### config.mk
export PLATFORM = sky130hd
export DESIGN_NAME = iwt_independent_watchdog
export DESIGN_NICKNAME = d
export VERILOG_FILES = /design/src/rtl/iwt_pkg.sv /design/src/rtl/iwt_independent_watchdog.sv /design/src/rtl/iwt_tick_gen.sv
export SDC_FILE = /design/constraint.sdc
export NUM_CORES = 1
export LEC_CHECK = 0
export ABC_CLOCK_PERIOD_IN_PS = 2900
export BUFFER_PORTS_ARGS = -buffer_cell sky130_fd_sc_hd__buf_2
export CAP_MARGIN = 20
export CORE_AREA = 2 2 90 92
export CTS_BUF_LIST = sky130_fd_sc_hd__clkbuf_2
export CTS_CLUSTER_SIZE = 20
export DETAILED_ROUTE_END_ITERATION = 8
export DIE_AREA = 0 0 92 94
export PLACE_DENSITY = 0.55
export RECOVER_POWER = 50
export SLEW_MARGIN = 30
export SYNTH_ARGS = -nofsm -noshare
export SYNTH_HDL_FRONTEND = slang
export SYNTH_HIERARCHICAL = 1
export SYNTH_SLANG_ARGS = --single-unit
### constraint.sdc
create_clock -name mclk -period 2.9 [get_ports mclk]
set_input_delay 0.145 -clock mclk [delete_from_list [all_inputs] [get_ports mclk]]
set_output_delay 0.145 -clock mclk [all_outputs]
set_load 0.01 [all_outputs]
### src/rtl/iwt_pkg.sv
// Shared constants for the independent watchdog timer
package iwt_pkg;
  // ****************************************
  // Clocking
  // ****************************************
  localparam int unsigned MCLK_FREQ_HZ = 200_000_000;
  localparam int unsigned LF_FREQ_HZ   = 40_000;
  // Cycles of mclk per low-speed tick (5000)
  localparam int unsigned LF_DIV_CYCLES = MCLK_FREQ_HZ / LF_FREQ_HZ;

  // ****************************************
  // Widths and reset values
  // ****************************************
  localparam int unsigned PRE_W = 8;
  localparam int unsigned CNT_W = 12;
  localparam logic [PRE_W-1:0] PRE_RST = 8'h00;
  localparam logic [CNT_W-1:0] CNT_RST = 12'hFFF;
  localparam logic [CNT_W-1:0] CNT_ZERO = 12'h000;
  localparam logic [CNT_W-1:0] CNT_ONE  = 12'h001;

  // ****************************************
  // Control states
  // ****************************************
  typedef enum logic [1:0] {
    IWT_IDLE,
    IWT_RUN,
    IWT_FIRED
  } iwt_state_t;
endpackage : iwt_pkg

### src/rtl/iwt_independent_watchdog.sv
// Independent watchdog: prescaler, 12-bit down-counter, refresh window
`timescale 1ns/1ps
// Behaviour
// RL1: 8-bit prescaler divides tick, decrements counter
// RL2: 12-bit down-counter, refresh only inside window
// RL3: Counts on its own 40 kHz tick
// RL4: Keeps counting in stop and standby; here the tick is divided down from mclk and runs only while mclk runs
// RL5: Watchdog mode drives device reset on fault
// RL6: Timer mode runs freely, timeout pulse only
// RL7: Option strap chooses hardware or software start
// RL8: Counter frozen during debug halt
// RL9: Reset at zero or early refresh; reload
// RL10: Once started, cannot be stopped
module iwt_independent_watchdog #(
  parameter int unsigned LF_DIV = iwt_pkg::LF_DIV_CYCLES
) (
  // Clock and reset
  input  wire logic                     mclk,
  input  wire logic                     resetn,
  // Option strap
  input  wire logic                     opt_hw_start,
  // Software control
  input  wire logic                     sw_start,
  input  wire logic                     refresh,
  input  wire logic                     timer_mode,
  input  wire logic [iwt_pkg::PRE_W-1:0] prescale_div,
  input  wire logic [iwt_pkg::CNT_W-1:0] reload_value,
  input  wire logic [iwt_pkg::CNT_W-1:0] window_value,
  // Debug
  input  wire logic                     dbg_halt,
  input  wire logic                     dbg_freeze_en,
  // Status and actions
  output logic                          running,
  output logic [iwt_pkg::CNT_W-1:0]     count,
  output logic                          timeout_pulse,
  output logic                          wdt_reset_req
);
  import iwt_pkg::*;

  // ****************************************
  // Declarations
  // ****************************************
  iwt_state_t       state_reg;
  logic             strap_seen_reg;
  logic             mode_timer_reg;
  logic [PRE_W-1:0] pre_reg;
  logic [CNT_W-1:0] count_reg;
  logic             timeout_reg;
  logic             lf_tick;
  logic             run;
  logic             freeze;
  logic             start_req;
  logic             pre_wrap;
  logic             in_window;
  logic             good_refresh;
  logic             bad_refresh;
  logic             fault;
  logic             timer_wrap;

  // ****************************************
  // Low-speed time base
  // ****************************************
  // Tick is divided down from mclk, so it stops whenever mclk is gated
  iwt_tick_gen #(
    .DIV (LF_DIV)
  ) u_tick (
    .mclk   (mclk),
    .resetn (resetn),
    .tick   (lf_tick)
  ); // see RL3 see RL4

  // ****************************************
  // Decode
  // ****************************************
  assign run          = (state_reg == IWT_RUN);
  assign freeze       = dbg_halt & dbg_freeze_en;               // see RL8
  assign start_req    = (state_reg == IWT_IDLE) & (sw_start | (!strap_seen_reg & opt_hw_start)); // see RL7
  assign pre_wrap     = run & lf_tick & !freeze & (pre_reg == prescale_div); // see RL1
  assign in_window    = (count_reg <= window_value);            // see RL2
  assign good_refresh = run & refresh & in_window;
  assign bad_refresh  = run & refresh & !in_window;
  // Early refresh only matters as a fault in watchdog mode
  assign fault        = run & !mode_timer_reg & ((count_reg == CNT_ZERO) | bad_refresh); // see RL9
  assign timer_wrap   = run & mode_timer_reg & pre_wrap & (count_reg == CNT_ZERO); // see RL6

  // Strap is sampled once, on the first edge after reset release
  always_ff @(posedge mclk or negedge resetn) begin
    if (!resetn) begin
      strap_seen_reg <= 1'b0;
    end else begin
      strap_seen_reg <= 1'b1;
    end
  end

  // ****************************************
  // Control state
  // ****************************************
  // No path back to idle: only resetn stops it
  always_ff @(posedge mclk or negedge resetn) begin
    if (!resetn) begin
      state_reg      <= IWT_IDLE;
      mode_timer_reg <= 1'b0;
    end else begin
      case (state_reg)
        IWT_IDLE: begin
          if (start_req) begin
            state_reg      <= IWT_RUN;
            mode_timer_reg <= timer_mode;  // Mode locked at start
          end
        end
        IWT_RUN: begin
          if (fault) begin
            state_reg <= IWT_FIRED;        // see RL5 see RL10
          end
        end
        IWT_FIRED: state_reg <= IWT_FIRED;
        default:   state_reg <= IWT_IDLE;
      endcase
    end
  end

  // ****************************************
  // Prescaler
  // ****************************************
  always_ff @(posedge mclk or negedge resetn) begin
    if (!resetn) begin
      pre_reg <= PRE_RST;
    end else if (start_req || good_refresh) begin
      pre_reg <= PRE_RST;
    end else if (run && lf_tick && !freeze) begin
      pre_reg <= pre_wrap ? PRE_RST : pre_reg + PRE_W'(1); // see RL1
    end
  end

  // ****************************************
  // Down-counter
  // ****************************************
  // Refresh beats a decrement in the same cycle, so a late service still counts
  always_ff @(posedge mclk or negedge resetn) begin
    if (!resetn) begin
      count_reg <= CNT_RST;
    end else if (start_req || good_refresh || timer_wrap) begin
      count_reg <= reload_value;           // see RL9
    end else if (pre_wrap && count_reg != CNT_ZERO) begin
      count_reg <= count_reg - CNT_ONE;    // see RL2
    end
  end

  // Timer-mode expiry strobe
  always_ff @(posedge mclk or negedge resetn) begin
    if (!resetn) begin
      timeout_reg <= 1'b0;
    end else begin
      timeout_reg <= timer_wrap;           // see RL6
    end
  end

  // ****************************************
  // Outputs
  // ****************************************
  assign running       = (state_reg != IWT_IDLE);
  assign count         = count_reg;
  assign timeout_pulse = timeout_reg;
  assign wdt_reset_req = (state_reg == IWT_FIRED); // see RL5

  // ****************************************
  // Assertions
  // ****************************************
  prescale_wrap_a: assert property (@(posedge mclk) disable iff (!resetn)
    pre_wrap |-> lf_tick && pre_reg == prescale_div && !freeze)   // see RL1
    else $error("prescaler wrapped off tick or at wrong count");

  count_step_a: assert property (@(posedge mclk) disable iff (!resetn)
    (pre_wrap && !refresh && count_reg != CNT_ZERO) |=> count_reg == $past(count_reg) - CNT_ONE) // see RL2
    else $error("counter did not step down by one");

  tick_spacing_a: assert property (@(posedge mclk) disable iff (!resetn)
    lf_tick |=> !lf_tick [*4])                                     // see RL3
    else $error("low-speed tick too frequent");

  reset_fire_a: assert property (@(posedge mclk) disable iff (!resetn)
    fault |=> wdt_reset_req && running)                            // see RL5
    else $error("fault did not raise device reset");

  timer_wrap_a: assert property (@(posedge mclk) disable iff (!resetn)
    timer_wrap |=> timeout_pulse && !wdt_reset_req && count_reg == $past(reload_value)) // see RL6
    else $error("timer mode expiry wrong");

  hw_start_a: assert property (@(posedge mclk) disable iff (!resetn)
    (!strap_seen_reg && opt_hw_start) |=> running)                 // see RL7
    else $error("strap did not start watchdog");

  freeze_hold_a: assert property (@(posedge mclk) disable iff (!resetn)
    (freeze && run && !refresh) |=> $stable(count_reg) && $stable(pre_reg)) // see RL8
    else $error("counter moved during debug halt");

  refresh_load_a: assert property (@(posedge mclk) disable iff (!resetn)
    good_refresh |=> count_reg == $past(reload_value) && pre_reg == PRE_RST) // see RL9
    else $error("valid refresh did not reload");

  early_refresh_a: assert property (@(posedge mclk) disable iff (!resetn)
    (bad_refresh && !mode_timer_reg) |=> wdt_reset_req)            // see RL9
    else $error("refresh outside window not punished");

  no_stop_a: assert property (@(posedge mclk) disable iff (!resetn)
    running |=> running)                                           // see RL10
    else $error("watchdog stopped after start");

  pulse_single_a: assert property (@(posedge mclk) disable iff (!resetn)
    timeout_pulse |=> !timeout_pulse)                              // see RL6
    else $error("timeout pulse longer than one cycle");

  timer_quiet_a: assert property (@(posedge mclk) disable iff (!resetn)
    (running && mode_timer_reg) |-> !wdt_reset_req)                // see RL6
    else $error("timer mode raised device reset");

  reset_sticky_a: assert property (@(posedge mclk) disable iff (!resetn)
    wdt_reset_req |=> wdt_reset_req && running)                    // see RL5
    else $error("device reset request dropped");

  // Before any start the counter must sit untouched at its reset value
  idle_hold_a: assert property (@(posedge mclk) disable iff (!resetn)
    !running |-> count == CNT_RST && !timeout_pulse)               // see RL7
    else $error("counter moved before start");
endmodule : iwt_independent_watchdog

### src/rtl/iwt_tick_gen.sv
// Divider making a one-cycle enable at the low-speed watchdog rate
`timescale 1ns/1ps
module iwt_tick_gen #(
  parameter int unsigned DIV = 5000
) (
  // Clock and reset
  input  wire logic mclk,
  input  wire logic resetn,
  // Enable out
  output logic      tick
);
  localparam int unsigned DW = $clog2(DIV);
  localparam logic [DW-1:0] LAST = DW'(DIV - 1);

  logic [DW-1:0] div_reg;

  // Free-running modulo counter, never gated by any mode
  always_ff @(posedge mclk or negedge resetn) begin
    if (!resetn) begin
      div_reg <= '0;
    end else if (div_reg == LAST) begin
      div_reg <= '0;
    end else begin
      div_reg <= div_reg + DW'(1);
    end
  end

  assign tick = (div_reg == LAST);
endmodule : iwt_tick_gen
# [After elaboration in Yosys (flattened, before gate mapping)]
# Cells that the tools add are included.
# W data, S select, Z words.
[word_totals] register_bits=38 in_bits=40 output_inout_bits=15 word_cells=59
[classes] n_addsub=3 n_lt_le_gt_ge=1 n_eq_ne=6 mux=9 bitwise_logic=16 n_reduce_logical=17
[ops] operator="$mux W12" n=2
[ops] operator="$mux W8" n=3
[ops] operator="$and A1 B1 Y1" n=14
[ops] operator="$add A13 B1 Y13 const B" n=1
[ops] operator="$eq A13 B13 Y1 const B" n=1
[ops] operator="$mux W13" n=1
[ops] operator="$le A12 B12 Y1" n=1
[ops] operator="$logic_not A12 Y1" n=1
[ops] operator="$reduce_bool A12 Y1" n=1
[ops] operator="$sub A12 B1 Y12 const B" n=1
[ops] operator="$add A8 B1 Y8 const B" n=1
[ops] operator="$eq A8 B8 Y1" n=1
[ops] operator="$pmux W2 S3" n=1
[ops] operator="$reduce_bool A2 Y1" n=3
[ops] operator="$logic_not A1 Y1" n=4
[ops] operator="$mux W2" n=2
[ops] operator="$reduce_and A2 Y1" n=2
[ops] operator="$logic_and A1 B1 Y1" n=3
[ops] operator="$eq A2 B1 Y1 const B" n=1
[ops] operator="$eq A2 B2 Y1 const B" n=1
[ops] operator="$logic_not A2 Y1" n=1
[ops] operator="$logic_or A1 B1 Y1" n=2
[ops] operator="$ne A2 B1 Y1 const B" n=1
[ops] operator="$ne A2 B2 Y1 const B" n=1
[ops] operator="$or A1 B1 Y1" n=2

# [Logic depth before layout (Yosys ltp)]
[depth] word_depth=8 depth_mapped=10 depth_no_buf=9

# [By module]
# Netlist, hierarchy kept.
[by_module_without_submodules] mod="iwt_independent_watchdog" instances=1 cells_per_inst=200 area_each_um2=2013.2 seq_area_each_um2=640.6
[by_module_without_submodules] mod="iwt_tick_gen" instances=1 cells_per_inst=54 area_each_um2=608.1 seq_area_each_um2=325.3

# [Worst setup path before layout]
# No wires, ideal clock.
[synth_timing] path_kind="reg2reg" from="reg u_tick.div_reg[5]" to="reg count_reg[4] (netlist: count[4])" setup_ns=0.082 arrival_ns=2.780 required_time_ns=2.818 path_slack_ns=0.038 path_stages_with_launch=9 path_buffers=0 synth_period_minus_slack_ns=2.862 path_cell_list="dfrtp_1 > or4b_4 > nor4_4 > nand2_1 > a2111oi_4 > nand4_4 > nor4b_2 > xor2_1 > mux2_4"
[synth_via] elab_chain_cells=8 elab_cells_between_ends=10 cone_classes="1 x eq/ne; 1 x mux; 5 x bitwise; 3 x reduce/logical"
[synth_lines] item="from (decl)" line="iwt_tick_gen.sv:15" rtl="logic [DW-1:0] div_reg;"
[synth_lines] item="from (signal assigned)" line="iwt_tick_gen.sv:24" rtl="div_reg <= div_reg + DW'(1);"
[synth_lines] item="$eq A13 B13 Y1 (*)" line="iwt_tick_gen.sv:28" rtl="assign tick = (div_reg == LAST);"
[synth_lines] item="via lf_tick" line="iwt_independent_watchdog.sv:49" rtl="logic lf_tick;"
[synth_lines] item="$and A1 B1 Y1 (*) (3 in series)" line="iwt_independent_watchdog.sv:78" rtl="assign pre_wrap = run & lf_tick & !freeze & (pre_reg == prescale_div);"
[synth_lines] item="$and A1 B1 Y1 (2 in series)" line="iwt_independent_watchdog.sv:84" rtl="assign timer_wrap = run & mode_timer_reg & pre_wrap & (count_reg == CNT_ZERO);"
[synth_lines] item="$logic_or A1 B1 Y1" line="iwt_independent_watchdog.sv:142" rtl="end else if (start_req || good_refresh || timer_wrap) begin"
[synth_lines] item="$mux W12 / $reduce_bool A2 Y1 (equally long branches)"
[synth_lines] item="to (signal assigned)" line="iwt_independent_watchdog.sv:143" rtl="count_reg <= reload_value;"
[synth_lines] item="to (signal assigned)" line="iwt_independent_watchdog.sv:145" rtl="count_reg <= count_reg - CNT_ONE;"
[synth_lines] item="to (decl)" line="iwt_independent_watchdog.sv:47" rtl="logic [CNT_W-1:0] count_reg;"
# Mark *: on every way through the listed nets, which the timed path passes. The rest lies on a longest branch.
# A chain may end at the register's enable or synchronous reset.

# [Worst setup path after layout]
[layout_timing] from="reg u_tick.div_reg[5]" to="reg count_reg[1] (netlist: count[1])"
[layout_via] elab_chain_cells=8 elab_cells_between_ends=10 cone_classes="1 x eq/ne; 1 x mux; 5 x bitwise; 3 x reduce/logical"
[layout_lines] item="$eq A13 B13 Y1 (*)" line="iwt_tick_gen.sv:28"
[layout_lines] item="via lf_tick" line="iwt_independent_watchdog.sv:49"
[layout_lines] item="$and A1 B1 Y1 (*) (3 in series)" line="iwt_independent_watchdog.sv:78"
[layout_lines] item="$and A1 B1 Y1 (*) (2 in series)" line="iwt_independent_watchdog.sv:84"
[layout_lines] item="via timer_wrap" line="iwt_independent_watchdog.sv:58" rtl="logic timer_wrap;"
[layout_lines] item="$logic_or A1 B1 Y1 (*)" line="iwt_independent_watchdog.sv:142"
[layout_lines] item="$mux W12 / $reduce_bool A2 Y1 (equally long branches)"
# Marked as above.

==> results.cfg <==
[hold_path]
hold_path_startpoint = dbg_freeze_en
hold_path.class = in2reg
hold_depth = 4
holdPathEnd = pre_reg[1]$_DFFE_PN0P_

[synth]
yosys.area.top_type_share_pct = 24.8
yosysMostFrequentCell = dfrtp_1
yosys_warnings = 6
ys_top_cells_by_area = dfrtp_1 25%, dfstp_2 12%, ha_1 9.5%
synthesis.nets = 314
synthArstFlopShare_pct = 100
netlist_area_mm2 = 0.00262
yosysUniqueCellTypes = 51
synth_common_cells = 26 x dfrtp_1, 20 x ha_1, 18 x inv_1
synth_cells = 254
synthFlopType = dfrtp_1
ys_seq_area_share_pct = 36.8
synth-edff-count = 0
yosysTopAreaCell = dfrtp_1
syn_area_per_cell_um2 = 10.3
synth_seq_cells = 38

[drt]
wl_um = 6140
firstDrtPassIters = 4
post_drt_wl_per_cell_um = 13.9
route.met2.wl_um = 3010
met1_length_um = 2870
vias_per_cell = 4.89
drtAntennaViolNets = 0
vias = 2155
top_layer = met4
post-route-drc-count = 0
wl_met3_um = 203
drt-initial-drc-count = 56

[critical_path]
worstPathCellList = or4b_4 -> nor4_4 -> nand2_2 -> nor4b_2 -> nand2b_1 -> nor4_4 -> nor3b_2 -> buf_4 -> mux2_1
r2r_slack_ns = 0.1
path_class = reg2reg
critPathLaunchType = register
cp_slowest_cell = or4b_4
cp.required_ns = 3.25
r2r_cells = 9
slowest_delay_ns = 0.56
timing.rr.end = count[1]$_DFFE_PN1P_
endpoint_kind = register
cp_max_fo = 12
crit_path_frequent_cell = nor4_4
cp.arrival_ns = 3.15
r2r_start = u_tick/div_reg[5]$_DFF_PN0_

[grt]
grt_usage_pct = 14.7
antenna_found_initial = 0
first_global_vias = 2105
grt_max_degree = 39
grt_overflow = 0
grt_pass1_wl_um = 10000

[timing]
drv_slew = 39
period_share_pct = 96.7
post-route-min-period_ns = 2.80
worstMarginPinSlew_ns = 2.13
final-setup-viol-count = 0
fmax_ghz = 0.357
finalHoldViolCount = 0
timing.slew.headroom_pct = -42.3
skew_ns = 0.0266
setup_tns_ns = 0

[die]
rows = 32
pin_count = 55
die_area_mm2 = 0.00865
die_w_um = 92
core-area_mm2 = 0.00761
die_y_um = 94
initial_core_util_pct = 34.5

[cts]
clock_latency_ns = 0.40
numCtsBuffers = 5
cts_buffer_depth = 2
cts_tree = built
h-tree-depth = 2
cts.reportedPaths.clkPinSlew_ns = 0.22
cts_sinks = 38
root_buffer = clkbuf_2

[flow_run]
cap_violations = 1

[layout]
nets = 398
diodes = 0
area_growth_pct = 26.9
nFillCells = 778
largest_register_ffs = 13
drive_gt1_share_pct = 31.9

[power_and_ir_drop]
p_sw_share_pct = 36.3
seqPwrFrac_pct = 38.6
p_int_mw = 1.45
switching_power_mw = 0.824
pwr-share-clk_pct = 18.5
pwr-share-comb_pct = 42.9
peakVddDrop_uv = 395
power_mw = 2.27
power_density_mw_per_mm2 = 683
leakagePower_nw = 1.56

[place]
portBuffers = 54
gp_congestion = 0.771
dp_hpwl_um = 4580

[run_status]
outcome = finished with violations
violations = max-capacitance violations, max-slew violations
## repair_timing
item	4_1_cts	5_1_grt
hold buffers	14	0
endpoints found under the hold margin	39	0
setup buffers	0	4
endpoints found under the setup margin	0	12
resized for setup	0	2
## power groups by stage
stage / Clock (mW) / Combinational, mW / Sequential (mW)
final: 0.420 / 0.975 / 0.876
after global routing: 0.456 / 1.10 / 0.899
after CTS: 0.430 / 0.987 / 0.878
after detailed placement: 0 / 0.964 / 0.888
after global placement: 0 / 0.942 / 0.888
after floorplan: 0 / 0.658 / 0.890
## layer usage
metal	GRT usage [%]	up-vias
met2	24.9	40
met3	2.81	5
met4	4.10	0
met5	0	-
li1	-	1085
met1	19.2	1025
## cells in the final DEF, fill, tap and decap left out, types with 10 or more instances in the layout
cell / n
mux2_4: 10
xor2_1: 16
a21oi_1: 15
ha_1: 20
inv_1: 18
buf_4: 12
buf_2: 52
dlygate4sd3_1: 14
xnor2_1: 10
nand3_1: 11
nor2_1: 11
dfstp_2: 12
nand2_1: 16
dfrtp_1: 26
## cell type report
class                   instances  area (um2)  share of cell area [%]
repair buffers                 80         498                    15.0
multi-input cells             195        1580                    47.5
inverters                      18        67.6                    2.03
clock inverters                 3        63.8                    1.92
clock buffers                   5        25.0                   0.752
well taps                     102         128                    3.84
flip-flops and latches         38         966                    29.0
## stage by stage
stage | cells | utilization [%] | cell area, um2 | hold slack (ns) | setup slack (ns)
2_1_floorplan | 254 | - | 2620 | -0.151 | 0.0376
3_3_place_gp | 415 | 40.2 | 3060 | 0.336 | 0.106
3_5_place_dp | 415 | 40.2 | 3060 | 0.327 | 0.0500
4_1_cts | 437 | 43.2 | 3290 | 0.230 | 0.00729
5_1_grt | 441 | 43.7 | 3330 | 0.236 | -0.0600
6_report | 441 | 43.7 | 3330 | 0.257 | 0.0952
## how the worst max path moves through the flow
stage	from	to	slack, ns	depth (start not counted)
3_5_place_dp	u_tick/div_reg[5]$_DFF_PN0_	count[4]$_DFFE_PN1P_	0.05	8
4_1_cts	u_tick/div_reg[5]$_DFF_PN0_	count[4]$_DFFE_PN1P_	0.007	8
6_report	u_tick/div_reg[5]$_DFF_PN0_	count[1]$_DFFE_PN1P_	0.1	9
2_1_floorplan	u_tick/div_reg[5]$_DFF_PN0_	count[4]$_DFFE_PN1P_	0.04	8
5_1_grt	u_tick/div_reg[5]$_DFF_PN0_	count[1]$_DFFE_PN1P_	-0.06	9
3_3_place_gp	u_tick/div_reg[5]$_DFF_PN0_	count[4]$_DFFE_PN1P_	0.11	8
## cells by family after synthesis
logic type	after synthesis	synth area share, %
AO/OA/AOI/OAI	38	9.50
XOR/XNOR	26	8.69
adder cells (fa/ha/maj)	20	9.55
buffers and inverters	21	3.34
flip-flops	38	36.8
multiplexers	16	8.31
other	1	0.143
AND/OR/NAND/NOR	94	23.6
## critical path, delay by kind of cell (launching register included)
family	cells	cell delay, ns
buffers and inverters	1	0.22
AND/OR/NAND/NOR	7	1.71
multiplexers	1	0.33
flip-flops	1	0.47
No activity file was read; power rests on OpenSTA's default activity.
